<file path="config.mk">
export PLATFORM = sky130hd
export DESIGN_NAME = dsc_dma_channel
export DESIGN_NICKNAME = d
export VERILOG_FILES = /design/src/rtl/dsc_pkg.sv /design/src/rtl/dsc_count_if.sv /design/src/rtl/dsc_dma_channel.sv /design/src/rtl/dsc_count_unit.sv
export SDC_FILE = /design/constraint.sdc
export NUM_CORES = 1
export LEC_CHECK = 0
export BUFFER_PORTS_ARGS = -buffer_cell sky130_fd_sc_hd__clkbuf_2
export CAP_MARGIN = 20
export CORE_ASPECT_RATIO = 0.5
export CORE_MARGIN = 2
export CORE_UTILIZATION = 50
export DETAILED_ROUTE_END_ITERATION = 7
export PLACE_DENSITY = 0.83
export SLEW_MARGIN = 20
export SYNTH_ARGS = -nofsm -noshare
export SYNTH_HDL_FRONTEND = slang
export SYNTH_HIERARCHICAL = 1
export SYNTH_SLANG_ARGS = --single-unit
</file>
<file path="constraint.sdc">
create_clock -name clock -period 2.67 [get_ports clock]
set_input_delay 0.1335 -clock clock [delete_from_list [all_inputs] [get_ports clock]]
set_output_delay 0.1335 -clock clock [all_outputs]
set_load 0.005 [all_outputs]
</file>
<file path="src/rtl/dsc_pkg.sv">
// constants and types shared by the dma channel stop/completion logic
package dsc_pkg;

  // register byte offsets on the axi4-lite slave
  localparam logic [7:0] OFF_CTRL_MAIN = 8'h00;
  localparam logic [7:0] OFF_CTRL_ADDR = 8'h04;
  localparam logic [7:0] OFF_SRC_SIZE = 8'h08;
  localparam logic [7:0] OFF_DST_SIZE = 8'h0C;
  localparam logic [7:0] OFF_START_SEL = 8'h10;
  localparam logic [7:0] OFF_ABORT_SEL = 8'h14;
  localparam logic [7:0] OFF_FLAGS = 8'h18;
  localparam logic [7:0] OFF_INT_EN = 8'h1C;
  localparam logic [7:0] OFF_SRC_COUNT = 8'h20;
  localparam logic [7:0] OFF_DST_COUNT = 8'h24;
  localparam logic [7:0] OFF_BUFFER = 8'h28;

  // channel_control_main fields
  localparam int unsigned CM_ENABLE = 7;
  localparam int unsigned CM_START_REQ = 6;
  localparam int unsigned CM_GO = 5;
  localparam int unsigned CM_ABORT_REQ = 2;
  localparam int unsigned CM_XIP = 0;

  // channel_control_addressing fields
  localparam int unsigned CA_DEST_POINTER_MODE_LSB = 6;
  localparam int unsigned CA_DEST_RELOAD_STOP = 5;
  localparam int unsigned CA_SMR_LSB = 3;
  localparam int unsigned CA_SOURCE_POINTER_MODE_LSB = 1;
  localparam int unsigned CA_SOURCE_RELOAD_STOP = 0;

  // status flag positions
  localparam int unsigned FL_SRC_COUNT = 0;
  localparam int unsigned FL_DST_COUNT = 1;
  localparam int unsigned FL_ABORT = 2;
  localparam int unsigned FL_OVERRUN = 3;
  localparam int unsigned FLAG_COUNT = 4;

  // reset values
  localparam logic [7:0] CTRL_ADDR_RST = 8'h00;
  localparam logic [7:0] SEL_RST = 8'h00;
  localparam logic [3:0] FLAGS_RST = 4'h0;
  localparam logic [3:0] INT_EN_RST = 4'h0;
  localparam logic [7:0] BUFFER_RST = 8'h00;

  // axi response codes
  localparam logic [1:0] RESP_OKAY = 2'b00;
  localparam logic [1:0] RESP_SLVERR = 2'b10;

  // byte-holding buffer empty (fetch next) or full (store pending)
  typedef enum logic {
    XS_FETCH,
    XS_STORE
  } dsc_xfer_type;

endpackage

</file>
<file path="src/rtl/dsc_count_if.sv">
// connection between the channel and one message counter
`timescale 1ns/1ps
interface dsc_count_if #(
  parameter int unsigned CNT_W = 16
);
  logic [CNT_W-1:0] size;
  logic [CNT_W-1:0] count;
  logic load;
  logic step;
  logic reload;

  modport owner (output size, output load, output step, input count, input reload);
  modport counter (input size, input load, input step, output count, output reload);
endinterface

</file>
<file path="src/rtl/dsc_dma_channel.sv">
// dma channel: stop, completion, pause, abort and flag logic with axi4-lite registers
// Summary of operation
// go clears itself on message completion, per sizes and both reload-stop bits.
// reload-stop bits 00: go never clears by itself.
// bits 01 or 11: go clears when destination or source counter reloads; code clears go only on reload of a counter whose own stop bit is set.
// bits 10: go clears on source reload; software sets go for next batch.
// software clearing go halts transfer and keeps configuration intact.
// pause between read and write keeps byte in buffer, unwritten.
// software or hardware start resumes exactly where transfer paused.
// abort source selected by register, effective only while abort enable set.
// enabled abort clears go, start-request enable and abort-request enable.
// abort leaves pointers, counters and buffered byte unchanged.
// clearing enable hard-stops channel back to default operating state.
// source/destination count flags set when respective counter reloads.
// abort flag set on abort trigger while abort enable set.
// overrun flag set on start trigger before previous transaction finished.
// enabled start trigger sets go by hardware.
// software re-sets start and abort enables to rearm after abort.
// control main: enable 7, start-req 6, go 5, abort-req 2, in-progress 0.
// control addressing: dest_pointer_mode 7:6, dest_reload_stop 5, smr 4:3, source_pointer_mode 2:1, source_reload_stop 0.
// counters load at start, decrement per transaction, reload at one.
// transaction reads source into buffer then writes it, each after grant.
// in-progress set when byte fetched, cleared when byte written.
// reload-stop also clears start-request enable together with go.
// flags sticky until software clears; request output gated by enables.
//
// Implementation choices: the placing of the registers and the AXI4-Lite register port.
`timescale 1ns/1ps
module dsc_dma_channel #(
  parameter int unsigned CNT_W = 16,
  parameter int unsigned TRIG_W = 6,
  parameter int unsigned ADDR_W = 8
) (
  input wire logic clock,
  input wire logic rst,
  input wire logic s_axi_awvalid,
  output logic s_axi_awready,
  input wire logic [ADDR_W-1:0] s_axi_awaddr,
  input wire logic [2:0] s_axi_awprot,
  input wire logic s_axi_wvalid,
  output logic s_axi_wready,
  input wire logic [31:0] s_axi_wdata,
  input wire logic [3:0] s_axi_wstrb,
  output logic s_axi_bvalid,
  input wire logic s_axi_bready,
  output logic [1:0] s_axi_bresp,
  input wire logic s_axi_arvalid,
  output logic s_axi_arready,
  input wire logic [ADDR_W-1:0] s_axi_araddr,
  input wire logic [2:0] s_axi_arprot,
  output logic s_axi_rvalid,
  input wire logic s_axi_rready,
  output logic [31:0] s_axi_rdata,
  output logic [1:0] s_axi_rresp,
  input wire logic [(2**TRIG_W)-1:0] startTrig,
  input wire logic [(2**TRIG_W)-1:0] abortTrig,
  output logic readReq,
  input wire logic readGrant,
  input wire logic [7:0] readData,
  output logic writeReq,
  input wire logic writeGrant,
  output logic [7:0] writeData,
  output logic sourceReload,
  output logic destReload,
  output logic [1:0] destPointerMode,
  output logic [1:0] sourcePointerMode,
  output logic [1:0] sourceMemoryRegion,
  output logic [3:0] irqReq
);

  typedef struct packed {
    logic enable;
    logic startReqEn;
    logic go;
    logic abortReqEn;
    logic [7:0] ctrlAddr;
    logic [CNT_W-1:0] srcSize;
    logic [CNT_W-1:0] dstSize;
    logic [7:0] startSel;
    logic [7:0] abortSel;
    logic [3:0] flags;
    logic [3:0] intEn;
    dsc_pkg::dsc_xfer_type xfer;
    logic [7:0] buffer;
    logic loaded;
    logic trigPending;
    logic awHeld;
    logic [ADDR_W-1:0] awAddr;
    logic wHeld;
    logic [31:0] wData;
    logic [3:0] wStrb;
    logic bvalid;
    logic [1:0] bresp;
    logic rvalid;
    logic [31:0] rdata;
    logic [1:0] rresp;
  } dsc_chan_state_type;

  dsc_chan_state_type q;
  dsc_chan_state_type d;

  dsc_count_if #(.CNT_W(CNT_W)) srcIf ();
  dsc_count_if #(.CNT_W(CNT_W)) dstIf ();

  dsc_count_unit #(.CNT_W(CNT_W)) srcCounter (
    .clock(clock),
    .rst(rst),
    .cnt(srcIf.counter)
  );

  dsc_count_unit #(.CNT_W(CNT_W)) dstCounter (
    .clock(clock),
    .rst(rst),
    .cnt(dstIf.counter)
  );

  // merge a write into a 32-bit view of a register, honouring byte strobes
  function automatic logic [31:0] mergeBytes(
    input logic [31:0] oldVal,
    input logic [31:0] newVal,
    input logic [3:0] strb
  );
    logic [31:0] res;
    res = oldVal;
    for (int i = 0; i < 4; i++) begin
      if (strb[i]) begin
        res[i*8 +: 8] = newVal[i*8 +: 8];
      end
    end
    return res;
  endfunction

  // a select value beyond the trigger vector picks no trigger
  function automatic logic pickTrig(
    input logic [(2**TRIG_W)-1:0] trigs,
    input logic [7:0] sel
  );
    logic hit;
    hit = 1'b0;
    if ((32'(sel) >> TRIG_W) == 32'd0) begin
      hit = trigs[sel[TRIG_W-1:0]];
    end
    return hit;
  endfunction

  logic awFire;
  logic wFire;
  logic arFire;
  logic haveAw;
  logic haveW;
  logic doWrite;
  logic [ADDR_W-1:0] wrAddr;
  logic [31:0] wrData;
  logic [3:0] wrStrb;
  logic [31:0] rdWord;
  logic rdErr;
  logic [7:0] ctrlMainView;
  logic active;
  logic loadNow;
  logic fetchDone;
  logic storeDone;
  logic stopOnReload;
  logic startHit;
  logic abortHit;

  always_comb begin
    ctrlMainView = 8'h00;
    ctrlMainView[dsc_pkg::CM_ENABLE] = q.enable;
    ctrlMainView[dsc_pkg::CM_START_REQ] = q.startReqEn;
    ctrlMainView[dsc_pkg::CM_GO] = q.go;
    ctrlMainView[dsc_pkg::CM_ABORT_REQ] = q.abortReqEn;
    ctrlMainView[dsc_pkg::CM_XIP] = (q.xfer == dsc_pkg::XS_STORE);
  end

  // register read decode
  always_comb begin
    rdWord = 32'h0000_0000;
    rdErr = 1'b0;
    unique case (8'(s_axi_araddr))
      dsc_pkg::OFF_CTRL_MAIN: rdWord = 32'(ctrlMainView);
      dsc_pkg::OFF_CTRL_ADDR: rdWord = 32'(q.ctrlAddr);
      dsc_pkg::OFF_SRC_SIZE: rdWord = 32'(q.srcSize);
      dsc_pkg::OFF_DST_SIZE: rdWord = 32'(q.dstSize);
      dsc_pkg::OFF_START_SEL: rdWord = 32'(q.startSel);
      dsc_pkg::OFF_ABORT_SEL: rdWord = 32'(q.abortSel);
      dsc_pkg::OFF_FLAGS: rdWord = 32'(q.flags);
      dsc_pkg::OFF_INT_EN: rdWord = 32'(q.intEn);
      dsc_pkg::OFF_SRC_COUNT: rdWord = 32'(srcIf.count);
      dsc_pkg::OFF_DST_COUNT: rdWord = 32'(dstIf.count);
      dsc_pkg::OFF_BUFFER: rdWord = 32'(q.buffer);
      default: rdErr = 1'b1;
    endcase
  end

  always_comb begin
    d = q;
    s_axi_awready = !q.awHeld && !q.bvalid;
    s_axi_wready = !q.wHeld && !q.bvalid;
    s_axi_arready = !q.rvalid;
    awFire = s_axi_awvalid && s_axi_awready;
    wFire = s_axi_wvalid && s_axi_wready;
    arFire = s_axi_arvalid && s_axi_arready;
    haveAw = q.awHeld || awFire;
    haveW = q.wHeld || wFire;
    wrAddr = q.awHeld ? q.awAddr : s_axi_awaddr;
    wrData = q.wHeld ? q.wData : s_axi_wdata;
    wrStrb = q.wHeld ? q.wStrb : s_axi_wstrb;
    doWrite = haveAw && haveW && !q.bvalid;

    // hard stop: go, both request enables and engine state return to default; setup registers, flags, buffer and counts stay
    if (!q.enable) begin
      d.go = 1'b0;
      d.startReqEn = 1'b0;
      d.abortReqEn = 1'b0;
      d.xfer = dsc_pkg::XS_FETCH;
      d.loaded = 1'b0;
      d.trigPending = 1'b0;
    end

    // write channel: address and data may arrive in either order
    if (q.bvalid && s_axi_bready) begin
      d.bvalid = 1'b0;
    end
    if (doWrite) begin
      d.awHeld = 1'b0;
      d.wHeld = 1'b0;
      d.bvalid = 1'b1;
      d.bresp = dsc_pkg::RESP_OKAY;
      unique case (8'(wrAddr))
        dsc_pkg::OFF_CTRL_MAIN: begin
          if (wrStrb[0]) begin
            d.enable = wrData[dsc_pkg::CM_ENABLE];
            d.startReqEn = wrData[dsc_pkg::CM_START_REQ];
            d.go = wrData[dsc_pkg::CM_GO];
            d.abortReqEn = wrData[dsc_pkg::CM_ABORT_REQ];
          end
        end
        dsc_pkg::OFF_CTRL_ADDR: begin
          d.ctrlAddr = 8'(mergeBytes(32'(q.ctrlAddr), wrData, wrStrb));
        end
        dsc_pkg::OFF_SRC_SIZE: begin
          d.srcSize = CNT_W'(mergeBytes(32'(q.srcSize), wrData, wrStrb));
        end
        dsc_pkg::OFF_DST_SIZE: begin
          d.dstSize = CNT_W'(mergeBytes(32'(q.dstSize), wrData, wrStrb));
        end
        dsc_pkg::OFF_START_SEL: begin
          d.startSel = 8'(mergeBytes(32'(q.startSel), wrData, wrStrb));
        end
        dsc_pkg::OFF_ABORT_SEL: begin
          d.abortSel = 8'(mergeBytes(32'(q.abortSel), wrData, wrStrb));
        end
        dsc_pkg::OFF_FLAGS: begin
          if (wrStrb[0]) begin
            d.flags = q.flags & ~wrData[3:0];
          end
        end
        dsc_pkg::OFF_INT_EN: begin
          d.intEn = 4'(mergeBytes(32'(q.intEn), wrData, wrStrb));
        end
        dsc_pkg::OFF_SRC_COUNT, dsc_pkg::OFF_DST_COUNT, dsc_pkg::OFF_BUFFER: begin
          d.bresp = dsc_pkg::RESP_OKAY;
        end
        default: d.bresp = dsc_pkg::RESP_SLVERR;
      endcase
    end else begin
      if (awFire) begin
        d.awHeld = 1'b1;
        d.awAddr = s_axi_awaddr;
      end
      if (wFire) begin
        d.wHeld = 1'b1;
        d.wData = s_axi_wdata;
        d.wStrb = s_axi_wstrb;
      end
    end

    // read channel
    if (q.rvalid && s_axi_rready) begin
      d.rvalid = 1'b0;
    end
    if (arFire) begin
      d.rvalid = 1'b1;
      d.rdata = rdWord;
      d.rresp = rdErr ? dsc_pkg::RESP_SLVERR : dsc_pkg::RESP_OKAY;
    end

    // transfer engine; go low pauses without touching any state
    active = q.enable && q.go && (!q.startReqEn || q.trigPending);
    loadNow = active && !q.loaded;
    readReq = active && q.loaded && (q.xfer == dsc_pkg::XS_FETCH);
    writeReq = q.enable && q.go && (q.xfer == dsc_pkg::XS_STORE);
    fetchDone = readReq && readGrant;
    storeDone = writeReq && writeGrant;
    if (loadNow) begin
      d.loaded = 1'b1;
    end
    if (fetchDone) begin
      d.buffer = readData;
      d.xfer = dsc_pkg::XS_STORE;
    end
    stopOnReload = 1'b0;
    if (storeDone) begin
      d.xfer = dsc_pkg::XS_FETCH;
      d.trigPending = 1'b0;
      stopOnReload = (srcIf.reload && q.ctrlAddr[dsc_pkg::CA_SOURCE_RELOAD_STOP])
        || (dstIf.reload && q.ctrlAddr[dsc_pkg::CA_DEST_RELOAD_STOP]);
      if (srcIf.reload) begin
        d.flags[dsc_pkg::FL_SRC_COUNT] = 1'b1;
      end
      if (dstIf.reload) begin
        d.flags[dsc_pkg::FL_DST_COUNT] = 1'b1;
      end
      if (stopOnReload) begin
        d.go = 1'b0;
        d.startReqEn = 1'b0;
      end
    end

    // triggers
    abortHit = q.enable && q.abortReqEn && pickTrig(abortTrig, q.abortSel);
    startHit = q.enable && q.startReqEn && !abortHit && pickTrig(startTrig, q.startSel);
    if (startHit) begin
      d.go = 1'b1;
      d.trigPending = 1'b1;
      if ((q.xfer == dsc_pkg::XS_STORE && !storeDone)
          || (q.trigPending && q.xfer == dsc_pkg::XS_FETCH)) begin
        d.flags[dsc_pkg::FL_OVERRUN] = 1'b1;
      end
    end
    // abort touches only go, the two enables and the abort flag: counters, buffer and engine state stay
    if (abortHit) begin
      d.go = 1'b0;
      d.startReqEn = 1'b0;
      d.abortReqEn = 1'b0;
      d.flags[dsc_pkg::FL_ABORT] = 1'b1;
    end

    srcIf.size = q.srcSize;
    dstIf.size = q.dstSize;
    srcIf.load = loadNow;
    dstIf.load = loadNow;
    srcIf.step = storeDone;
    dstIf.step = storeDone;
  end

  always_ff @(posedge clock) begin
    if (rst) begin
      q <= '0;
      q.ctrlAddr <= dsc_pkg::CTRL_ADDR_RST;
      q.startSel <= dsc_pkg::SEL_RST;
      q.abortSel <= dsc_pkg::SEL_RST;
      q.flags <= dsc_pkg::FLAGS_RST;
      q.intEn <= dsc_pkg::INT_EN_RST;
      q.xfer <= dsc_pkg::XS_FETCH;
      q.buffer <= dsc_pkg::BUFFER_RST;
      q.bresp <= dsc_pkg::RESP_OKAY;
      q.rresp <= dsc_pkg::RESP_OKAY;
    end else begin
      q <= d;
    end
  end

  assign s_axi_bvalid = q.bvalid;
  assign s_axi_bresp = q.bresp;
  assign s_axi_rvalid = q.rvalid;
  assign s_axi_rdata = q.rdata;
  assign s_axi_rresp = q.rresp;
  assign writeData = q.buffer;
  assign sourceReload = srcIf.reload;
  assign destReload = dstIf.reload;
  assign destPointerMode = q.ctrlAddr[dsc_pkg::CA_DEST_POINTER_MODE_LSB +: 2];
  assign sourcePointerMode = q.ctrlAddr[dsc_pkg::CA_SOURCE_POINTER_MODE_LSB +: 2];
  assign sourceMemoryRegion = q.ctrlAddr[dsc_pkg::CA_SMR_LSB +: 2];
  assign irqReq = q.flags & q.intEn;

endmodule // dsc_dma_channel

</file>
<file path="src/rtl/dsc_count_unit.sv">
// message counter: loads from size, counts down per transaction, reloads at one
`timescale 1ns/1ps
module dsc_count_unit #(
  parameter int unsigned CNT_W = 16
) (
  input wire logic clock,
  input wire logic rst,
  dsc_count_if.counter cnt
);

  typedef struct packed {
    logic [CNT_W-1:0] count;
  } dsc_count_state_type;

  dsc_count_state_type q;
  dsc_count_state_type d;

  always_comb begin
    d = q;
    // a count of zero (size never written) is treated like one
    cnt.reload = cnt.step && (q.count <= CNT_W'(1));
    if (cnt.load) begin
      d.count = cnt.size;
    end else if (cnt.step) begin
      if (cnt.reload) begin
        d.count = cnt.size;
      end else begin
        d.count = q.count - CNT_W'(1);
      end
    end
  end

  always_ff @(posedge clock) begin
    if (rst) begin
      q <= '0;
    end else begin
      q <= d;
    end
  end

  assign cnt.count = q.count;

endmodule // dsc_count_unit

</file>
# Word level (Yosys, flattened, before mapping)
# Cells that the tools add are included.
dict set report classes {
  order_cmp 4
  n_addsub 2
  reduce_logical 68
  eq_ne 23
  mux 57
  n_bitwise 5
}
# op n
set op_table {}
lappend op_table {{one-hot mux 16 bit (11 select lines)} 1}
lappend op_table {{two-way mux 16 bit} 9}
lappend op_table {{two-way mux 8 bit} 11}
lappend op_table {{two-way mux 67 bit} 1}
lappend op_table {{equality test 8 x 5 -> 1 bit (second input constant)} 8}
lappend op_table {{logical NOT 32 bit} 2}
lappend op_table {{equality test 8 x 6 -> 1 bit (second input constant)} 6}
lappend op_table {{two-way mux 35 bit} 1}
lappend op_table {{equality test 8 x 4 -> 1 bit (second input constant)} 4}
lappend op_table {{<= comparator 16 x 1 -> 1 bit (second input constant)} 2}
lappend op_table {{subtractor 16 x 1 -> 16 bit (second input constant)} 2}
lappend op_table {{AND reduction 3 bit} 10}
lappend op_table {{logical AND 1 bit} 28}
lappend op_table {{OR reduction 11 bit} 2}
lappend op_table {{equality test 8 x 3 -> 1 bit (second input constant)} 2}
lappend op_table {{logical NOT 8 bit} 2}
lappend op_table {{two-way mux 1 bit} 16}
lappend op_table {{two-way mux 4 bit} 4}
lappend op_table {{< comparator 6 x 7 -> 1 bit (second input constant)} 2}
lappend op_table {{two-way mux 2 bit} 7}
lappend op_table {{binary-select mux 1 bit (select 6 bit)} 2}
lappend op_table {{two-way mux 3 bit} 4}
lappend op_table {{nonzero test 2 bit} 6}
lappend op_table {{two-way mux 9 bit} 1}
lappend op_table {{other kinds (9)} 26}
dict set report totals {
  reg_bits 177
}

# Depth between registers and ports, before layout
dict set report depth {
  word_depth 10
  depth_mapped 11
  depth_no_buf 9
}

# Hierarchy
# Netlist, hierarchy kept.
# mod instances cells_per_inst area_each_um2 seq_area_each_um2
set modules_own_cells {}
lappend modules_own_cells {dsc_dma_channel 1 830 7470.9 2542.4}
lappend modules_own_cells {dsc_count_unit 2 147 1084.8 320.3}

# Worst setup path before layout
# Ideal clock, no wire load.
dict set report synth_timing {
  path_type {reg2reg}
  startpoint {register q, in the netlist ctrlMainView[7]}
  endpoint {register dstCounter.q, in the netlist dstCounter/cnt.count[6]}
  period_less_slack_ns 2.363
  setup_time_ns 0.074
  path_buffers 2
  arrival_time_ns 2.289
  required_ns 2.596
  path_stages_with_launch 10
  path_slack_ns 0.307
  cell_sequence {dfxtp_1 -> buf_2 -> and3_1 -> nand2_1 -> inv_1 -> clkbuf_1 -> or4b_2 -> or3_1 -> o22a_1 -> a31oi_1}
}
dict set report synth_via {
  elab_chain_cells 7
  word_cells_on_any_way 10
}
# item line_no
set synth_lines {}
lappend synth_lines {{start, declared} dsc_dma_channel.sv:99} ;# dsc_chan_state_type q;
lappend synth_lines {{logical AND 1 bit * (2 in a row)} dsc_dma_channel.sv:292} ;# writeReq = q.enable && q.go && (q.xfer == dsc_pkg::XS_STORE);
lappend synth_lines {{named net writeReq} dsc_dma_channel.sv:60} ;# output logic writeReq,
lappend synth_lines {{logical AND 1 bit *} dsc_dma_channel.sv:294} ;# storeDone = writeReq && writeGrant;
lappend synth_lines {{named net dstIf.step} dsc_count_if.sv:9} ;# logic step;
lappend synth_lines {{logical AND 1 bit} dsc_count_unit.sv:21} ;# cnt.reload = cnt.step && (q.count <= CNT_W'(1));
lappend synth_lines {{two-way mux 16 bit} dsc_count_unit.sv:25} ;# if (cnt.reload) begin
lappend synth_lines {{two-way mux 16 bit} dsc_count_unit.sv:24} ;# end else if (cnt.step) begin
lappend synth_lines {{two-way mux 16 bit} dsc_count_unit.sv:22} ;# if (cnt.load) begin
lappend synth_lines {{end signal, assigned} dsc_count_unit.sv:35} ;# q <= '0;
lappend synth_lines {{end signal, assigned} dsc_count_unit.sv:37} ;# q <= d;
lappend synth_lines {{end, declared} dsc_count_unit.sv:15} ;# dsc_count_state_type q;
# The timed path passes the listed nets; every way through them passes the cells marked *. The select of a mux whose other input is x is not followed.
# A chain may end at the register's enable or synchronous reset.

# Final worst setup path
dict set report layout_timing {
  startpoint {register dstCounter.q, in the netlist dstCounter/cnt.count[4]}
  endpoint {output port destReload}
}
dict set report layout_via {
  elab_chain_cells 2
}
# item line_no
set layout_lines {}
lappend layout_lines {{<= comparator 16 x 1 -> 1 bit} dsc_count_unit.sv:21}
lappend layout_lines {{logical AND 1 bit} dsc_count_unit.sv:21}
lappend layout_lines {{end, declared} dsc_dma_channel.sv:64} ;# output logic destReload,
# Every way passes these cells.

==> metrics.md <==
| Metric | Value |
|---|---|
| Clk_skew | 10.38 ps |
| Clock period minus final worst setup slack | 2594 ps |
| Sw frac | 24.50% |
| Slew HR | about 44% |
| Nets@finish | 1548 |
| Initial antenna violation count | 0 |
| Top cells by count, synth | 159 x dfxtp_1, 130 x nor2_1, 112 x nand2_1 |
| Initial DRC Count | 1031 |
| Total GRT Usage | ~30% |
| Largest net degree at the start of global routing | 55 |
| Post-synth EDFFs | 0 |
| CTS Root Cell | clkbuf_16 |
| CP max FO | 9 |
| Mux cell area share after synthesis | 16.43% |
| Post-synth top flop | dfxtp_1 |
| Origin of the worst min-delay path | s_axi_awaddr[3] |
| Die height | roughly 100 µm |
| Synth Warn # | 6 |
| Worst IR drop on VDD | 0.4039 mV |
| Sequential share of the synthesized area | 33.02% |
| DR vias/cell | 6.101 |
| CTS tree | built |
| Antenna cells | 0 |
| WHS Path Cells | 3 |
| # IOs | 266 |
| Initial cell density of the core | a little over 50% |
| Core ar. | 0.01866 mm² |
| Clk_lat worst skew | 440 ps |
| Data arrival, critical path | 2460 ps |
| Worst reg2reg startpoint | ctrlMainView[5] |
| # setup viols final | 0 |
| Final period util | 97.16% |
| Detailed-route wire length per cell | 19.47 µm |
| DRC | 0 |
| Clock Power Share | between 40% and 50% |
| Compound-cell area share of the yosys netlist | 19.44% |
| P_sw | ~1.4 mW |
| Die width | 200.4 µm |
| Final hold vios | 0 |
| Post-synth top area share | between 30% and 40% |
| Dominant cells by area after synthesis | dfxtp_1 33%, mux2i_1 7.5%, mux4_2 6.1% |
| Leading area contributor after synthesis | dfxtp_1 |
| Clock sinks | 159 |
| H-tree levels | 4 |
| Main combinational cell family by area after synthesis | simple AND/OR/NAND/NOR gates |
| P_leak | 4.507 nW |
| Worst hold path type | input port to flip-flop |
| Internal power | around 4.2 mW |
| Post-Synth XOR/XNOR Area | 0.5451% |
| Pwr/cell area | 470.6 mW/mm² |
| Post-route cell area | ~0.012 mm² |
| Crit path required time | between 2000 and 3000 ps |
| Most numerous cell in the Yosys netlist | dfxtp_1 |
| Via count | 9841 |
| Place WS | 258.9 ps |
| Mapped Cells | 1124 |
| Avg Cell Area, Syn | 8.577 µm² |
| R2r worst-path depth | 9 |
| Kind of critical path | flip-flop to primary output |
| WL final | 31.40 mm |
| Global-route wire length before repair | 49.36 mm |
| DP Area | 0.01079 mm² |
| Final worst slack | ~76 ps |
| Reg clk slew, reported paths | ~70 ps |
| Port Buf Inserts | 223 |
| Max Cap Viol | 0 |
| Die area | between 0.02 and 0.025 mm² |
| Max Clk Rate | about 390 MHz |
| Critical Path End Type | primary output |
| Simple-gate share of the synthesized area | between 20% and 30% |
| Synth cell types | 78 |
| Area grow syn2layout | 21.95% |
| Flop pwr share | a little over two fifths |
| Post-layout util | between 60% and 70% |
| Hold EP | q[78] |
| RSZ-0062 raised after global routing | yes |
| Cell Rows | 35 |
| DPL Wire Length | 23.29 mm |
| Synth Area in Adders | 0.5191% |
| Remaining global-route overflow | 0 |
| R2r endpoint | dstCounter/cnt.count[10] |
| Antenna Nets Post-Route | 0 |
| Clock buffer count from CTS | 17 |
| Vias in the first global route | 9318 |
| Internal reg-to-reg setup slack | 160 ps |
| Status | finished clean |
| DR pass1 iterations | 7 |
| Combinational power share | 10.4% |
| #FFs+latches synth | 159 |
| Fin. max-slew vios | 0 |
| CP Launch Type | flip-flop |
| Fraction of layout cells with a size suffix above 1 | 28.73% |
| RD Place Congestion | about 0.97 |
| Netlist area before placement | 0.009640 mm² |
| Fraction of registers with async set or reset after synthesis | 0% |
| Worst Tran Pin Value | 832.7 ps |
| Clk buf depth | 2 |
-- metrics by stage --
stage,cells,power (mW),setup TNS [ps],hold slack [ps]
finish,1613,5.532,0,17.83
global route,1613,5.680,-2.331,59.11
detailed placement,1545,3.004,0,321.6
global placement,1545,2.985,0,319.3
floorplan,1141,2.787,0,232.5
CTS,1611,5.522,0,13.23
-- worst max-delay path, stage by stage (launching register included) --
cell and delay, ps:
dfxtp_1 370, or4_1 570, or3_1 490, nor2_4 290, buf_4 200, clkbuf_2 110
-- flip-flops by register name, summed over array words and instances, names as in the netlist, 2 cells and up --
register	cells
srcCounter/cnt.count	16
dstCounter/cnt.count	16
q	56
dstIf.size	16
ctrlMainView	5
s_axi_rdata	16
destPointerMode	2
srcIf.size	16
writeData	8
sourcePointerMode	2
sourceMemoryRegion	2
-- layer usage --
metal / wire [µm] / vias up / GRT usage, %
met4: 920 / 0 / 11.91
met2: 14910 / 556 / 52.03
met1: 12760 / 4677 / 39.41
li1: - / 4525 / -
met3: 2814 / 83 / 4.496
met5: 0 / - / 0
-- cells in the final DEF, fill, tap and decap left out, types with 4 or more instances in the layout --
cell,count
a2111oi_0,6
a211oi_1,44
a21oi_1,79
a22oi_1,36
a311oi_1,8
a31oi_1,16
and2_1,8
and3b_1,4
buf_4,56
clkbuf_16,17
clkbuf_2,222
conb_1,18
dfxtp_1,159
dlygate4sd3_1,34
ha_1,4
inv_1,14
mux2_2,20
mux2i_1,72
mux4_2,26
nand2_1,112
nand2b_1,9
nand3_1,12
nand3b_1,5
nand4_1,5
nor2_1,129
nor2_4,6
nor2b_1,8
nor3_1,28
nor3b_1,12
nor4_1,16
nor4b_1,5
o211ai_1,5
o21ai_0,41
o22ai_1,9
or3_1,9
or4_1,7
or4b_2,4
xor2_1,4
-- cells by family (layout without fill, tap and decap cells) --
family                   count (synthesis)  after routing
XOR/XNOR                                 6              6
adder cells (fa/ha/maj)                  4              4
AO/OA/AOI/OAI                          283            283
AND/OR/NAND/NOR                        405            405
flip-flops                             159            159
multiplexers                           120            120
other                                    1             18
buffers and inverters                  146            359
-- repair_timing --
action / in CTS / in global routing
resized for setup: 1 / 1
setup buffers: 0 / 2
endpoints found under the setup margin: 1 / 3
pin swaps: 0 / 2
hold endpoints to repair: 33 / 0
hold buffers: 34 / 0
-- final cells by class --
cell class | count | area (µm²)
Fill cell | 1568 | 6899
Multi-Input combinational cell | 836 | 5699
Sequential cell | 159 | 3183
Timing Repair Buffer | 313 | 1892
Clock buffer | 19 | 442.9
Tap cell | 259 | 324.1
Clock inverter | 13 | 162.7
Inverter | 14 | 52.55
-- power groups by stage --
stage / logic, mW / clock network [mW] / registers (mW)
2_1_floorplan: 0.318 / 0 / 2.47
3_3_place_gp: 0.506 / 0 / 2.48
3_5_place_dp: 0.523 / 0 / 2.48
4_1_cts: 0.567 / 2.52 / 2.43
5_1_grt: 0.625 / 2.62 / 2.43
6_report: 0.578 / 2.52 / 2.43
-- worst max path at each step --
| stage | start | to | slack (ps) |
|---|---|---|---|
| global placement | srcCounter/cnt.count[5] | ctrlMainView[5] | 300 |
| CTS | srcCounter/cnt.count[5] | sourceReload | 50 |
| detailed placement | srcCounter/cnt.count[5] | ctrlMainView[6] | 260 |
| global route | ctrlMainView[5] | destReload | -2 |
| finish | dstCounter/cnt.count[4] | destReload | 80 |
| floorplan | ctrlMainView[7] | dstCounter/cnt.count[6] | 310 |
Power figures use the tool's default switching activity.
